**src/verilog/kill_defs.vh**
```
`ifndef KILL_DEFS_VH
`define KILL_DEFS_VH

`define ADDR_CTRL 12'h000
`define ADDR_CMD 12'h004
`define ADDR_COND_EN 12'h008
`define ADDR_COND_ST 12'h00C
`define ADDR_RECOV 12'h010
`define ADDR_ISW 12'h014
`define ADDR_PSW 12'h018
`define ADDR_STAT 12'h01C
`define ADDR_IRQ_ST 12'h020
`define ADDR_IRQ_MASK 12'h024

`define CTRL_KEEP 0
`define CTRL_BGTASK 1
`define CTRL_DRAG 2

`define CMD_CODE_W 8
`define CMD_RESTART 8'h04
`define CMD_DRV_EN 8'h01
`define CMD_DRV_DIS 8'h02
`define CMD_TTP 8'h03
`define CMD_CIS 8'h05
`define CMD_CPL 8'h06

`define BIT_MOVE_ERR 4
`define BIT_HOLD_ERR 5
`define BIT_OVERVOLT 13

`define PSW_MOVE_ERR 0
`define PSW_HOLD_ERR 1
`define PSW_KILLED 2

`define IRQ_TRIP 0
`define IRQ_ERRLIM 1
`define IRQ_W 2

`define STAT_DRV 0
`define STAT_MOTION_OK 1
`define STAT_RECOV_RUN 2
`define STAT_ABORT 3
`define STAT_SHORT 4

`define DEFAULT_PROG 8'h00
`define RECOV_EN 8

`endif

```
**src/verilog/trip_match.v**
```verilog
`timescale 1ns/10ps
`include "kill_defs.vh"

module trip_match #(
    parameter W = 16
) (
    input wire [W-1:0] status,
    input wire [W-1:0] cond_en,
    input wire [W-1:0] cond_st,
    output wire trip
);
    wire [W-1:0] en_eff;
    // Over-voltage is always armed whatever software loads
    assign en_eff = cond_en | ({{(W-1){1'b0}}, 1'b1} << `BIT_OVERVOLT);
    assign trip = |(en_eff & ~(status ^ cond_st));
endmodule // trip_match

```
**src/verilog/kill_shutdown.v**
```verilog
// Functional notes
// - Default trip aborts motion, program, drops driver
// - Alternate trip keeps driver, starts recovery program
// - Background tasking with keep-driver lets motion finish unless overridden
// - Enable word selects evaluated status bits
// - State word gives triggering level per bit
// - Keep-driver works only with background tasking
// - Default drop option disables driver, shorts windings
// - Motion refused until enable-driver command
// - Error-limit trips flag internal and polling words
// - Host reads polling word to detect shutdown
// - Drag mode suppresses error-limit flags
// - Driver enabled out of reset
// - Recovery selects stored program to run
// - Restart code 4 resets all, jumps default
// - Target-to-actual clears accumulated position error
// - Clear-internal command clears moving-error bit
// - Over-voltage bit always enabled trip condition
`timescale 1ns/10ps
`include "kill_defs.vh"

module kill_shutdown #(
    parameter W = 16,
    parameter PERR_W = 16
) (
    input wire pclk,
    input wire presetn,
    input wire psel,
    input wire penable,
    input wire pwrite,
    input wire [11:0] paddr,
    input wire [31:0] pwdata,
    output reg [31:0] prdata,
    output wire pready,
    output wire pslverr,
    input wire [W-1:0] status_in,
    input wire move_err_event,
    input wire hold_err_event,
    input wire [PERR_W-1:0] pos_err_in,
    input wire motion_busy,
    input wire recov_override,
    output reg driver_enable_q,
    output reg winding_short_q,
    output reg motion_abort_q,
    output reg motion_allow_q,
    output reg recov_start_q,
    output reg [7:0] recov_prog_q,
    output reg restart_q,
    output reg pos_err_clear_q,
    output reg [PERR_W-1:0] pos_err_q,
    output wire irq
);
    reg [2:0] ctrl_q;
    reg [W-1:0] cond_en_q;
    reg [W-1:0] cond_st_q;
    reg [8:0] recov_q;
    reg [W-1:0] isw_q;
    reg [2:0] psw_q;
    reg [`IRQ_W-1:0] irq_st_q;
    reg [`IRQ_W-1:0] irq_mask_q;
    reg trip_prev_q;
    reg recov_run_q;
    wire [W-1:0] status_eff;
    wire trip;
    wire trip_rise;
    wire wr;
    wire rd;
    wire cmd_wr;
    wire [7:0] cmd;
    wire keep_drv;
    wire drag;
    wire mv_ev;
    wire hd_ev;
    wire mapped;
    wire rd_irq;

    function hit;
        input [11:0] a;
        input [11:0] r;
        begin
            hit = (a == r);
        end
    endfunction

    // Zero wait states: every access completes in its first access cycle
    assign pready = 1'b1;
    assign wr = psel & penable & pwrite;
    assign rd = psel & penable & ~pwrite;
    assign mapped = hit(paddr, `ADDR_CTRL) | hit(paddr, `ADDR_CMD) |
        hit(paddr, `ADDR_COND_EN) | hit(paddr, `ADDR_COND_ST) |
        hit(paddr, `ADDR_RECOV) | hit(paddr, `ADDR_ISW) | hit(paddr, `ADDR_PSW) |
        hit(paddr, `ADDR_STAT) | hit(paddr, `ADDR_IRQ_ST) | hit(paddr, `ADDR_IRQ_MASK);
    assign pslverr = psel & penable & ~mapped;
    assign cmd_wr = wr & hit(paddr, `ADDR_CMD);
    assign cmd = pwdata[`CMD_CODE_W-1:0];
    assign rd_irq = rd & hit(paddr, `ADDR_IRQ_ST);

    assign drag = ctrl_q[`CTRL_DRAG];
    // Keep-driver is ignored unless background tasking is on
    assign keep_drv = ctrl_q[`CTRL_KEEP] & ctrl_q[`CTRL_BGTASK];
    // Drag mode masks both error-limit events, so no flags
    assign mv_ev = move_err_event & ~drag;
    assign hd_ev = hold_err_event & ~drag;

    // Internal flags merge live status with sticky error bits
    assign status_eff = status_in | isw_q;

    trip_match #(
        .W(W)
    ) u_match (
        .status(status_eff),
        .cond_en(cond_en_q),
        .cond_st(cond_st_q),
        .trip(trip)
    );

    assign trip_rise = trip & ~trip_prev_q;
    assign irq = |(irq_st_q & irq_mask_q);

    always @(posedge pclk or negedge presetn) begin
        if (!presetn) begin
            ctrl_q <= 3'h0;
            cond_en_q <= {W{1'b0}};
            cond_st_q <= {W{1'b0}};
            recov_q <= 9'h000;
            irq_mask_q <= {`IRQ_W{1'b0}};
        end else if (cmd_wr && cmd == `CMD_RESTART) begin
            ctrl_q <= 3'h0;
            cond_en_q <= {W{1'b0}};
            cond_st_q <= {W{1'b0}};
            recov_q <= 9'h000;
            irq_mask_q <= {`IRQ_W{1'b0}};
        end else if (wr) begin
            if (hit(paddr, `ADDR_CTRL)) begin
                ctrl_q <= pwdata[2:0];
            end
            if (hit(paddr, `ADDR_COND_EN)) begin
                cond_en_q <= pwdata[W-1:0];
            end
            if (hit(paddr, `ADDR_COND_ST)) begin
                cond_st_q <= pwdata[W-1:0];
            end
            if (hit(paddr, `ADDR_RECOV)) begin
                recov_q <= pwdata[8:0];
            end
            if (hit(paddr, `ADDR_IRQ_MASK)) begin
                irq_mask_q <= pwdata[`IRQ_W-1:0];
            end
        end
    end

    always @(posedge pclk or negedge presetn) begin
        if (!presetn) begin
            isw_q <= {W{1'b0}};
            psw_q <= 3'h0;
            irq_st_q <= {`IRQ_W{1'b0}};
            trip_prev_q <= 1'b0;
            pos_err_q <= {PERR_W{1'b0}};
        end else if (cmd_wr && cmd == `CMD_RESTART) begin
            isw_q <= {W{1'b0}};
            psw_q <= 3'h0;
            irq_st_q <= {`IRQ_W{1'b0}};
            trip_prev_q <= 1'b0;
            pos_err_q <= {PERR_W{1'b0}};
        end else begin
            trip_prev_q <= trip;
            // Set beats clear in the same cycle
            isw_q[`BIT_MOVE_ERR] <= mv_ev |
                (isw_q[`BIT_MOVE_ERR] & ~(cmd_wr && cmd == `CMD_CIS));
            isw_q[`BIT_HOLD_ERR] <= hd_ev |
                (isw_q[`BIT_HOLD_ERR] & ~(cmd_wr && cmd == `CMD_CIS));
            psw_q[`PSW_MOVE_ERR] <= mv_ev |
                (psw_q[`PSW_MOVE_ERR] & ~(cmd_wr && cmd == `CMD_CPL));
            psw_q[`PSW_HOLD_ERR] <= hd_ev |
                (psw_q[`PSW_HOLD_ERR] & ~(cmd_wr && cmd == `CMD_CPL));
            // Host polls this flag when no recovery program is set
            psw_q[`PSW_KILLED] <= trip_rise |
                (psw_q[`PSW_KILLED] & ~(cmd_wr && cmd == `CMD_CPL));
            irq_st_q[`IRQ_TRIP] <= trip_rise | (irq_st_q[`IRQ_TRIP] & ~rd_irq);
            irq_st_q[`IRQ_ERRLIM] <= mv_ev | hd_ev | (irq_st_q[`IRQ_ERRLIM] & ~rd_irq);
            // Held at zero one more cycle while the far side drops its error
            if ((cmd_wr && cmd == `CMD_TTP) || pos_err_clear_q) begin
                pos_err_q <= {PERR_W{1'b0}};
            end else begin
                pos_err_q <= pos_err_in;
            end
        end
    end

    always @(posedge pclk or negedge presetn) begin
        if (!presetn) begin
            driver_enable_q <= 1'b1;
            winding_short_q <= 1'b0;
            motion_abort_q <= 1'b0;
            motion_allow_q <= 1'b1;
            recov_start_q <= 1'b0;
            recov_prog_q <= `DEFAULT_PROG;
            recov_run_q <= 1'b0;
            restart_q <= 1'b0;
            pos_err_clear_q <= 1'b0;
        end else begin
            recov_start_q <= 1'b0;
            motion_abort_q <= 1'b0;
            restart_q <= 1'b0;
            pos_err_clear_q <= cmd_wr && cmd == `CMD_TTP;
            if (cmd_wr && cmd == `CMD_RESTART) begin
                restart_q <= 1'b1;
                recov_prog_q <= `DEFAULT_PROG;
                recov_start_q <= 1'b1;
                recov_run_q <= 1'b0;
                driver_enable_q <= 1'b1;
                winding_short_q <= 1'b0;
                motion_allow_q <= 1'b1;
            end else if (trip_rise) begin
                if (keep_drv) begin
                    // Driver stays on; motion in flight finishes unless recov_override aborts it
                    motion_abort_q <= recov_override;
                end else begin
                    driver_enable_q <= 1'b0;
                    winding_short_q <= 1'b1;
                    motion_abort_q <= 1'b1;
                    motion_allow_q <= 1'b0;
                end
                if (recov_q[`RECOV_EN]) begin
                    recov_prog_q <= recov_q[7:0];
                    recov_start_q <= 1'b1;
                    recov_run_q <= 1'b1;
                end
            end else if (cmd_wr && cmd == `CMD_DRV_EN) begin
                driver_enable_q <= 1'b1;
                winding_short_q <= 1'b0;
                motion_allow_q <= 1'b1;
            end else if (cmd_wr && cmd == `CMD_DRV_DIS) begin
                driver_enable_q <= 1'b0;
                winding_short_q <= 1'b1;
                motion_allow_q <= 1'b0;
            end else if (recov_run_q && recov_override && motion_busy) begin
                motion_abort_q <= 1'b1;
                recov_run_q <= 1'b0;
            end
        end
    end

    always @(posedge pclk or negedge presetn) begin
        if (!presetn) begin
            prdata <= 32'h00000000;
        end else if (psel && !penable && !pwrite) begin
            prdata <= 32'h00000000;
            if (hit(paddr, `ADDR_CTRL)) begin
                prdata[2:0] <= ctrl_q;
            end
            if (hit(paddr, `ADDR_COND_EN)) begin
                prdata[W-1:0] <= cond_en_q;
            end
            if (hit(paddr, `ADDR_COND_ST)) begin
                prdata[W-1:0] <= cond_st_q;
            end
            if (hit(paddr, `ADDR_RECOV)) begin
                prdata[8:0] <= recov_q;
            end
            if (hit(paddr, `ADDR_ISW)) begin
                prdata[W-1:0] <= status_eff;
            end
            if (hit(paddr, `ADDR_PSW)) begin
                prdata[2:0] <= psw_q;
            end
            if (hit(paddr, `ADDR_STAT)) begin
                prdata[`STAT_DRV] <= driver_enable_q;
                prdata[`STAT_MOTION_OK] <= motion_allow_q;
                prdata[`STAT_RECOV_RUN] <= recov_run_q;
                prdata[`STAT_ABORT] <= motion_abort_q;
                prdata[`STAT_SHORT] <= winding_short_q;
            end
            if (hit(paddr, `ADDR_IRQ_ST)) begin
                prdata[`IRQ_W-1:0] <= irq_st_q;
            end
            if (hit(paddr, `ADDR_IRQ_MASK)) begin
                prdata[`IRQ_W-1:0] <= irq_mask_q;
            end
        end
    end
endmodule // kill_shutdown

```
**config.mk**
```make
export PLATFORM = sky130hd
export DESIGN_NAME = kill_shutdown
export DESIGN_NICKNAME = d
export VERILOG_FILES = /design/src/verilog/trip_match.v /design/src/verilog/kill_shutdown.v
export VERILOG_INCLUDE_DIRS = /design/src /design/src/verilog
export SDC_FILE = /design/constraint.sdc
export NUM_CORES = 1
export LEC_CHECK = 0
export BUFFER_PORTS_ARGS = -buffer_cell sky130_fd_sc_hd__buf_2
export CAP_MARGIN = 25
export CORE_UTILIZATION = 30
export DETAILED_ROUTE_END_ITERATION = 8
export HOLD_SLACK_MARGIN = 0.15
export PLACE_DENSITY_LB_ADDON = 0.2
export SLEW_MARGIN = 40
export SYNTH_ARGS = -nofsm -noshare
export SYNTH_HDL_FRONTEND = slang
export SYNTH_SLANG_ARGS = --single-unit
```
**constraint.sdc**
```tcl
create_clock -name pclk -period 4.7 [get_ports pclk]
set_input_delay 0.47 -clock pclk [delete_from_list [all_inputs] [get_ports pclk]]
set_output_delay 0.47 -clock pclk [all_outputs]
set_load 0.05 [all_outputs]
```
# After elaboration in Yosys (flattened, before gate mapping)
# Cells that the tools add are included.
[word_totals]
out_inout_bits = 66
inputBits = 85
wordCells = 177
ff_bits = 101
[op_classes]
bitwise = 46
eq_ne = 19
n_mux = 59
n_reduce_logical = 34
[op_table]
columns = ["op", "n"]
rows = [
  ["two-way mux 16 bit", 11],
  ["== test 12 x 5 -> 1 bit, second input constant", 4],
  ["two-way mux 9 bit", 4],
  ["two-way mux 1 bit", 27],
  ["== test 12 x 4 -> 1 bit, second input constant", 2],
  ["== test 12 x 6 -> 1 bit, second input constant", 2],
  ["== test 8 x 3 -> 1 bit, second input constant", 3],
  ["two-way mux 8 bit", 3],
  ["two-way mux 3 bit", 6],
  ["bitwise AND 1 bit", 17],
  ["bitwise OR 1 bit", 17],
  ["bitwise AND 16 bit", 1],
  ["== test 8 x 2 -> 1 bit, second input constant", 2],
  ["inverter 16 bit", 1],
  ["bitwise OR 16 x 6 -> 16 bit", 1],
  ["nonzero test 2 bit", 8],
  ["OR reduction 16 bit", 1],
  ["XOR 16 bit", 1],
  ["two-way mux 2 bit", 7],
  ["AND reduction 2 bit", 7],
  ["== test 12 x 3 -> 1 bit, second input constant", 1],
  ["logical NOT 12 bit", 1],
  ["logical AND 1 bit", 10],
  ["== test 8 x 1 -> 1 bit, second input constant", 1],
  ["other kinds (11)", 20],
]

# Logic depth before layout (Yosys ltp)
[logic_depth]
ltp_word = 12
ltp_mapped = 9
mapped_depth_nobuf = 6

# Hierarchy
# A second synthesis with hierarchy kept.
[hier_totals]
hier_cells = 507
hier_area_um2 = 5098.6
[modules_own_cells]
columns = ["mod", "seq_area_each_um2", "instances", "cells_per_inst", "area_each_um2"]
rows = [
  ["kill_shutdown", 2528.7, 1, 481, 4877.2],
  ["trip_match", 0.0, 1, 26, 221.5],
]

# Worst setup path before layout
# No wires, ideal clock.
[synth_timing]
path_type = "input -> output"
startpoint = "input paddr[3]"
endpoint = "output pslverr"
path_slack_ns = 2.300
path_stages = 4
n_path_buf = 2
required_time_ns = 4.230
arrival_time_ns = 1.930
cell_sequence = "clkbuf_1 -> clkbuf_1 -> o21ai_0 -> a31oi_1"
[synth_via]
elab_chain_cells = 12
elab_cells_between_ends = 21
classes_between = "9 x eq/ne; 11 x bitwise; 1 x reduce/logical"
[synth_rtl]
columns = ["item", "line", "source"]
rows = [
  ["from (decl)", "kill_shutdown.v:31", "input wire [11:0] paddr,"],
  ["== test 12 x 3 -> 1 bit or logical NOT 12 bit (tied branches)", "kill_shutdown.v:81", "hit = (a == r);"],
  ["bitwise OR 1 bit (8 in series)", "kill_shutdown.v:89", "assign mapped = hit(paddr, `ADDR_CTRL) | hit(paddr, `ADDR_CMD) |"],
  ["bitwise OR 1 bit (*)", "kill_shutdown.v:89", ""],
  ["inverter 1 bit (*)", "kill_shutdown.v:93", "assign pslverr = psel & penable & ~mapped;"],
  ["bitwise AND 1 bit (*)", "kill_shutdown.v:93", ""],
  ["to (decl)", "kill_shutdown.v:35", "output wire pslverr,"],
]
# Every way passes the cells marked *; elsewhere a longest branch is shown, timed or not.

# Final worst setup path
[layout_timing]
startpoint = "input paddr[5]"
endpoint = "register ctrl_q[1]"
[layout_via]
elab_chain_cells = 5
elab_cells_between_ends = 8
classes_between = "1 x eq/ne; 1 x mux; 1 x bitwise; 5 x reduce/logical"
[layout_rtl]
columns = ["item", "line", "source"]
rows = [
  ["== test 12 x 3 -> 1 bit", "kill_shutdown.v:81", ""],
  ["bitwise AND 1 bit", "kill_shutdown.v:94", "assign cmd_wr = wr & hit(paddr, `ADDR_CMD);"],
  ["logical AND 1 bit (no line)", "-", ""],
  ["nonzero test 2 bit (no line)", "-", ""],
  ["AND reduction 2 bit (no line)", "-", ""],
  ["to (signal assigned)", "kill_shutdown.v:135", "ctrl_q <= pwdata[2:0];"],
  ["to (decl)", "kill_shutdown.v:53", "reg [2:0] ctrl_q;"],
]
# Several ways; a longest one is shown, not always the timed one.
# A chain may end at the register's enable or synchronous reset.

==> flow_summary.ini <==
[run_status]
outcome = finished clean

[global_routing]
grt_pass1_vias = 3960
grt_overflow = 0
grt_usage_pct = 17.1
grt_first_pass_wirelength_um = 21500
antenna_found_initial = 0
grt_max_degree = 52

[power]
pwr-share-clk_pct = 41.9
power.share.combinational_pct = 10.3
power.leakage_nw = 2.73
peakVddDrop_uv = 268
p_int_w = 0.00137
power_switching_w = 0.000480
p_sw_share_pct = 25.9
p_seq_share_pct = 47.8
powerDensity_nw_per_um2 = 310

[die]
core_area_um2 = 15900
die_w_um = 130
die_h_um = 130
die-area_um2 = 16900
initial_utilization_pct = 30.8
rows = 46
io_pins = 151

[clock_network]
cts_tree = done
postCtsSetupRepairBufs = 0
numCtsBuffers = 9
path_clk_slew_ns = 0.07
cts_hold_buf = 0
cts_resized = 0
clock-root-buffer = clkbuf_16
clockBufferDepth = 2
h-tree-depth = 3
clock_latency_ns = 0.35
cts.sinks = 101

[routing]
drtPass1Iterations = 5
vias = 3998
viasPerCell = 4.90
routedWlPerCell_um = 16.7
drtIter0Drc = 295
drc_errors = 0
ant_nets = 0
wirelength_um = 13600

[min_path]
hp-class = input port to asynchronous set/reset pin

[worst_setup_path]
endpoint_kind = register
reg2regPathDepth = 6
crit_chain = buf_2 > nor4_2 > nand3_2 > nor3_1 > nand2b_1 > a21oi_1 > mux2_2
path_class = input port to register
cp_num_cells = 7
path_delay_family = simple AND/OR/NAND/NOR gates
crit_path_start_kind = input port
slowest_delay_ns = 0.46
cp_num_buf_inv = 1
cp.arrival_ns = 2.83
crit_slowest_cell = nor4_2
crit_fanout = 9
required_ns = 4.93

[flow_run]
maxCapViolCount = 0

[placed_design]
dp_hpwl_um = 9930
numPortBuffers = 117
place_area_um2 = 5650
place.gp.congestion = 0.854
dp_worst_setup_slack_ns = 1.64

[synthesis]
syn_area_per_cell_um2 = 10.1
ys_top_cells_by_count = dfrtp_1, nand2_1, o21ai_0
synth_area_leaders = dfrtp_1, nand2_1, mux2_2
synth_top_area_share_pct = 50.9
synth-edff-count = 0
yosys.area.top_type = dfrtp_1
ys_async_sr_fraction_pct = 100
syn_area_um2 = 4920
ys_types = 58
ys.flop_type = dfrtp_1
yosysMostFrequentCell = dfrtp_1
ys_seq_area_share_pct = 51.4
syn-instance-count = 487
synth-seq-cells = 101
yosys_warnings = 0

[final_layout]
fin_nets = 680
diodes = 0
fillers = 1633
area_growth_pct = 21.5
final_area_um2 = 5970
drive_above_1_share_pct = 30.5

[sta]
period_needed_ns = 2.59
fin_ws_ns = 2.11
fmax_ghz = 0.386
rsz0062_at_grt = false
fin_crit_sh_pct = 55.1
final-max-slew-violation-count = 0
setup_violations = 0
tightest_slew_ns = 0.777
finalSetupTns_ns = 0
fin_worst_skew_ns = 0.00645
slew_headroom_pct = 47.9
hold_violations = 0
## per-layer routing
layer	global-route usage (%)	share of wire [%]	vias to the layer above
li1	-	-	1919
met1	23.0	47	1918
met2	27.2	46	150
met3	4.76	6.1	11
met4	3.69	0.99	0
met5	0	0	-
## worst paths after layout
kind                                from               to  slack [ns]
setup / recovery                paddr[5]        ctrl_q[1]        2.11
max in group asynchronous        presetn        ctrl_q[1]        3.44
hold reg to reg               prdata[13]       prdata[13]        0.47
min in group pclk          pos_err_in[2]     pos_err_q[2]        0.32
setup reg to reg                isw_q[5]  winding_short_q        2.19
hold / removal                   presetn       prdata[13]        0.14
## cells by family after synthesis
logic type | synth area share, %
other | 0.153
AND/OR/NAND/NOR | 16.7
flip-flops | 51.4
XOR/XNOR | 3.03
AO/OA/AOI/OAI | 17.2
buffers and inverters | 5.29
multiplexers | 6.26
## through the flow
| stage | total power, W | hold slack (ns) | cells | util, % |
|---|---|---|---|---|
| floorplan | 0.00102 | 0.174 | 502 | - |
| global placement | 0.00109 | 0.456 | 799 | 35.3 |
| detailed placement | 0.00110 | 0.466 | 799 | 35.4 |
| CTS | 0.00188 | 0.173 | 815 | 37.4 |
| global route | 0.00192 | 0.194 | 816 | 37.5 |
| finish | 0.00185 | 0.142 | 816 | 37.5 |
## area by class of cell
type                            count  area [um^2]  share of cell area [%]
Tap cell                          216          270                    4.52
Multi-Input combinational cell    354         2210                    37.0
Timing Repair Buffer              123          633                    10.6
Clock inverter                      5         57.6                   0.964
Inverter                            6         22.5                   0.377
Sequential cell                   101         2530                    42.3
Clock buffer                       11          253                    4.23
## power by group through the flow
stage / combinational, W / clock, W / sequential (W)
final: 0.000192 / 0.000775 / 0.000886
after global routing: 0.000209 / 0.000824 / 0.000886
after CTS: 0.000194 / 0.000798 / 0.000886
after detailed placement: 0.000194 / 0 / 0.000902
after global placement: 0.000192 / 0 / 0.000902
after floorplan: 0.0000902 / 0 / 0.000934
## placed cells by master, fill, tap and decap left out, drive strengths merged, types with 2 or more instances in the layout
cell       n
or4        4
clkinv     3
nand4      2
clkbuf    11
nor4b      2
conb      17
nand2     71
dfrtp    100
nor4       3
a221oi     7
a22oi     11
a222oi     8
nor2      29
a211o      2
buf      123
nand2b     5
mux2      26
o31ai      3
nor3       9
and2      17
o21ai     55
nor2b      5
a21oi     15
a22o       4
o2bb2ai    2
a31oi      4
a211oi     2
xor2       2
xnor2     15
o22ai      3
inv        7
nand3     16
o21a       2
## flip-flops by register name (all words and copies together), names as in the netlist, 2 cells and up
register      flops
cond_en_q        16
prdata           16
psw_q             3
recov_q           9
pos_err_q        16
recov_prog_q      8
irq_mask_q        2
isw_q             2
cond_st_q        16
ctrl_q            3
irq_st_q          2
Note: power is estimated with default switching activity, not from simulation.
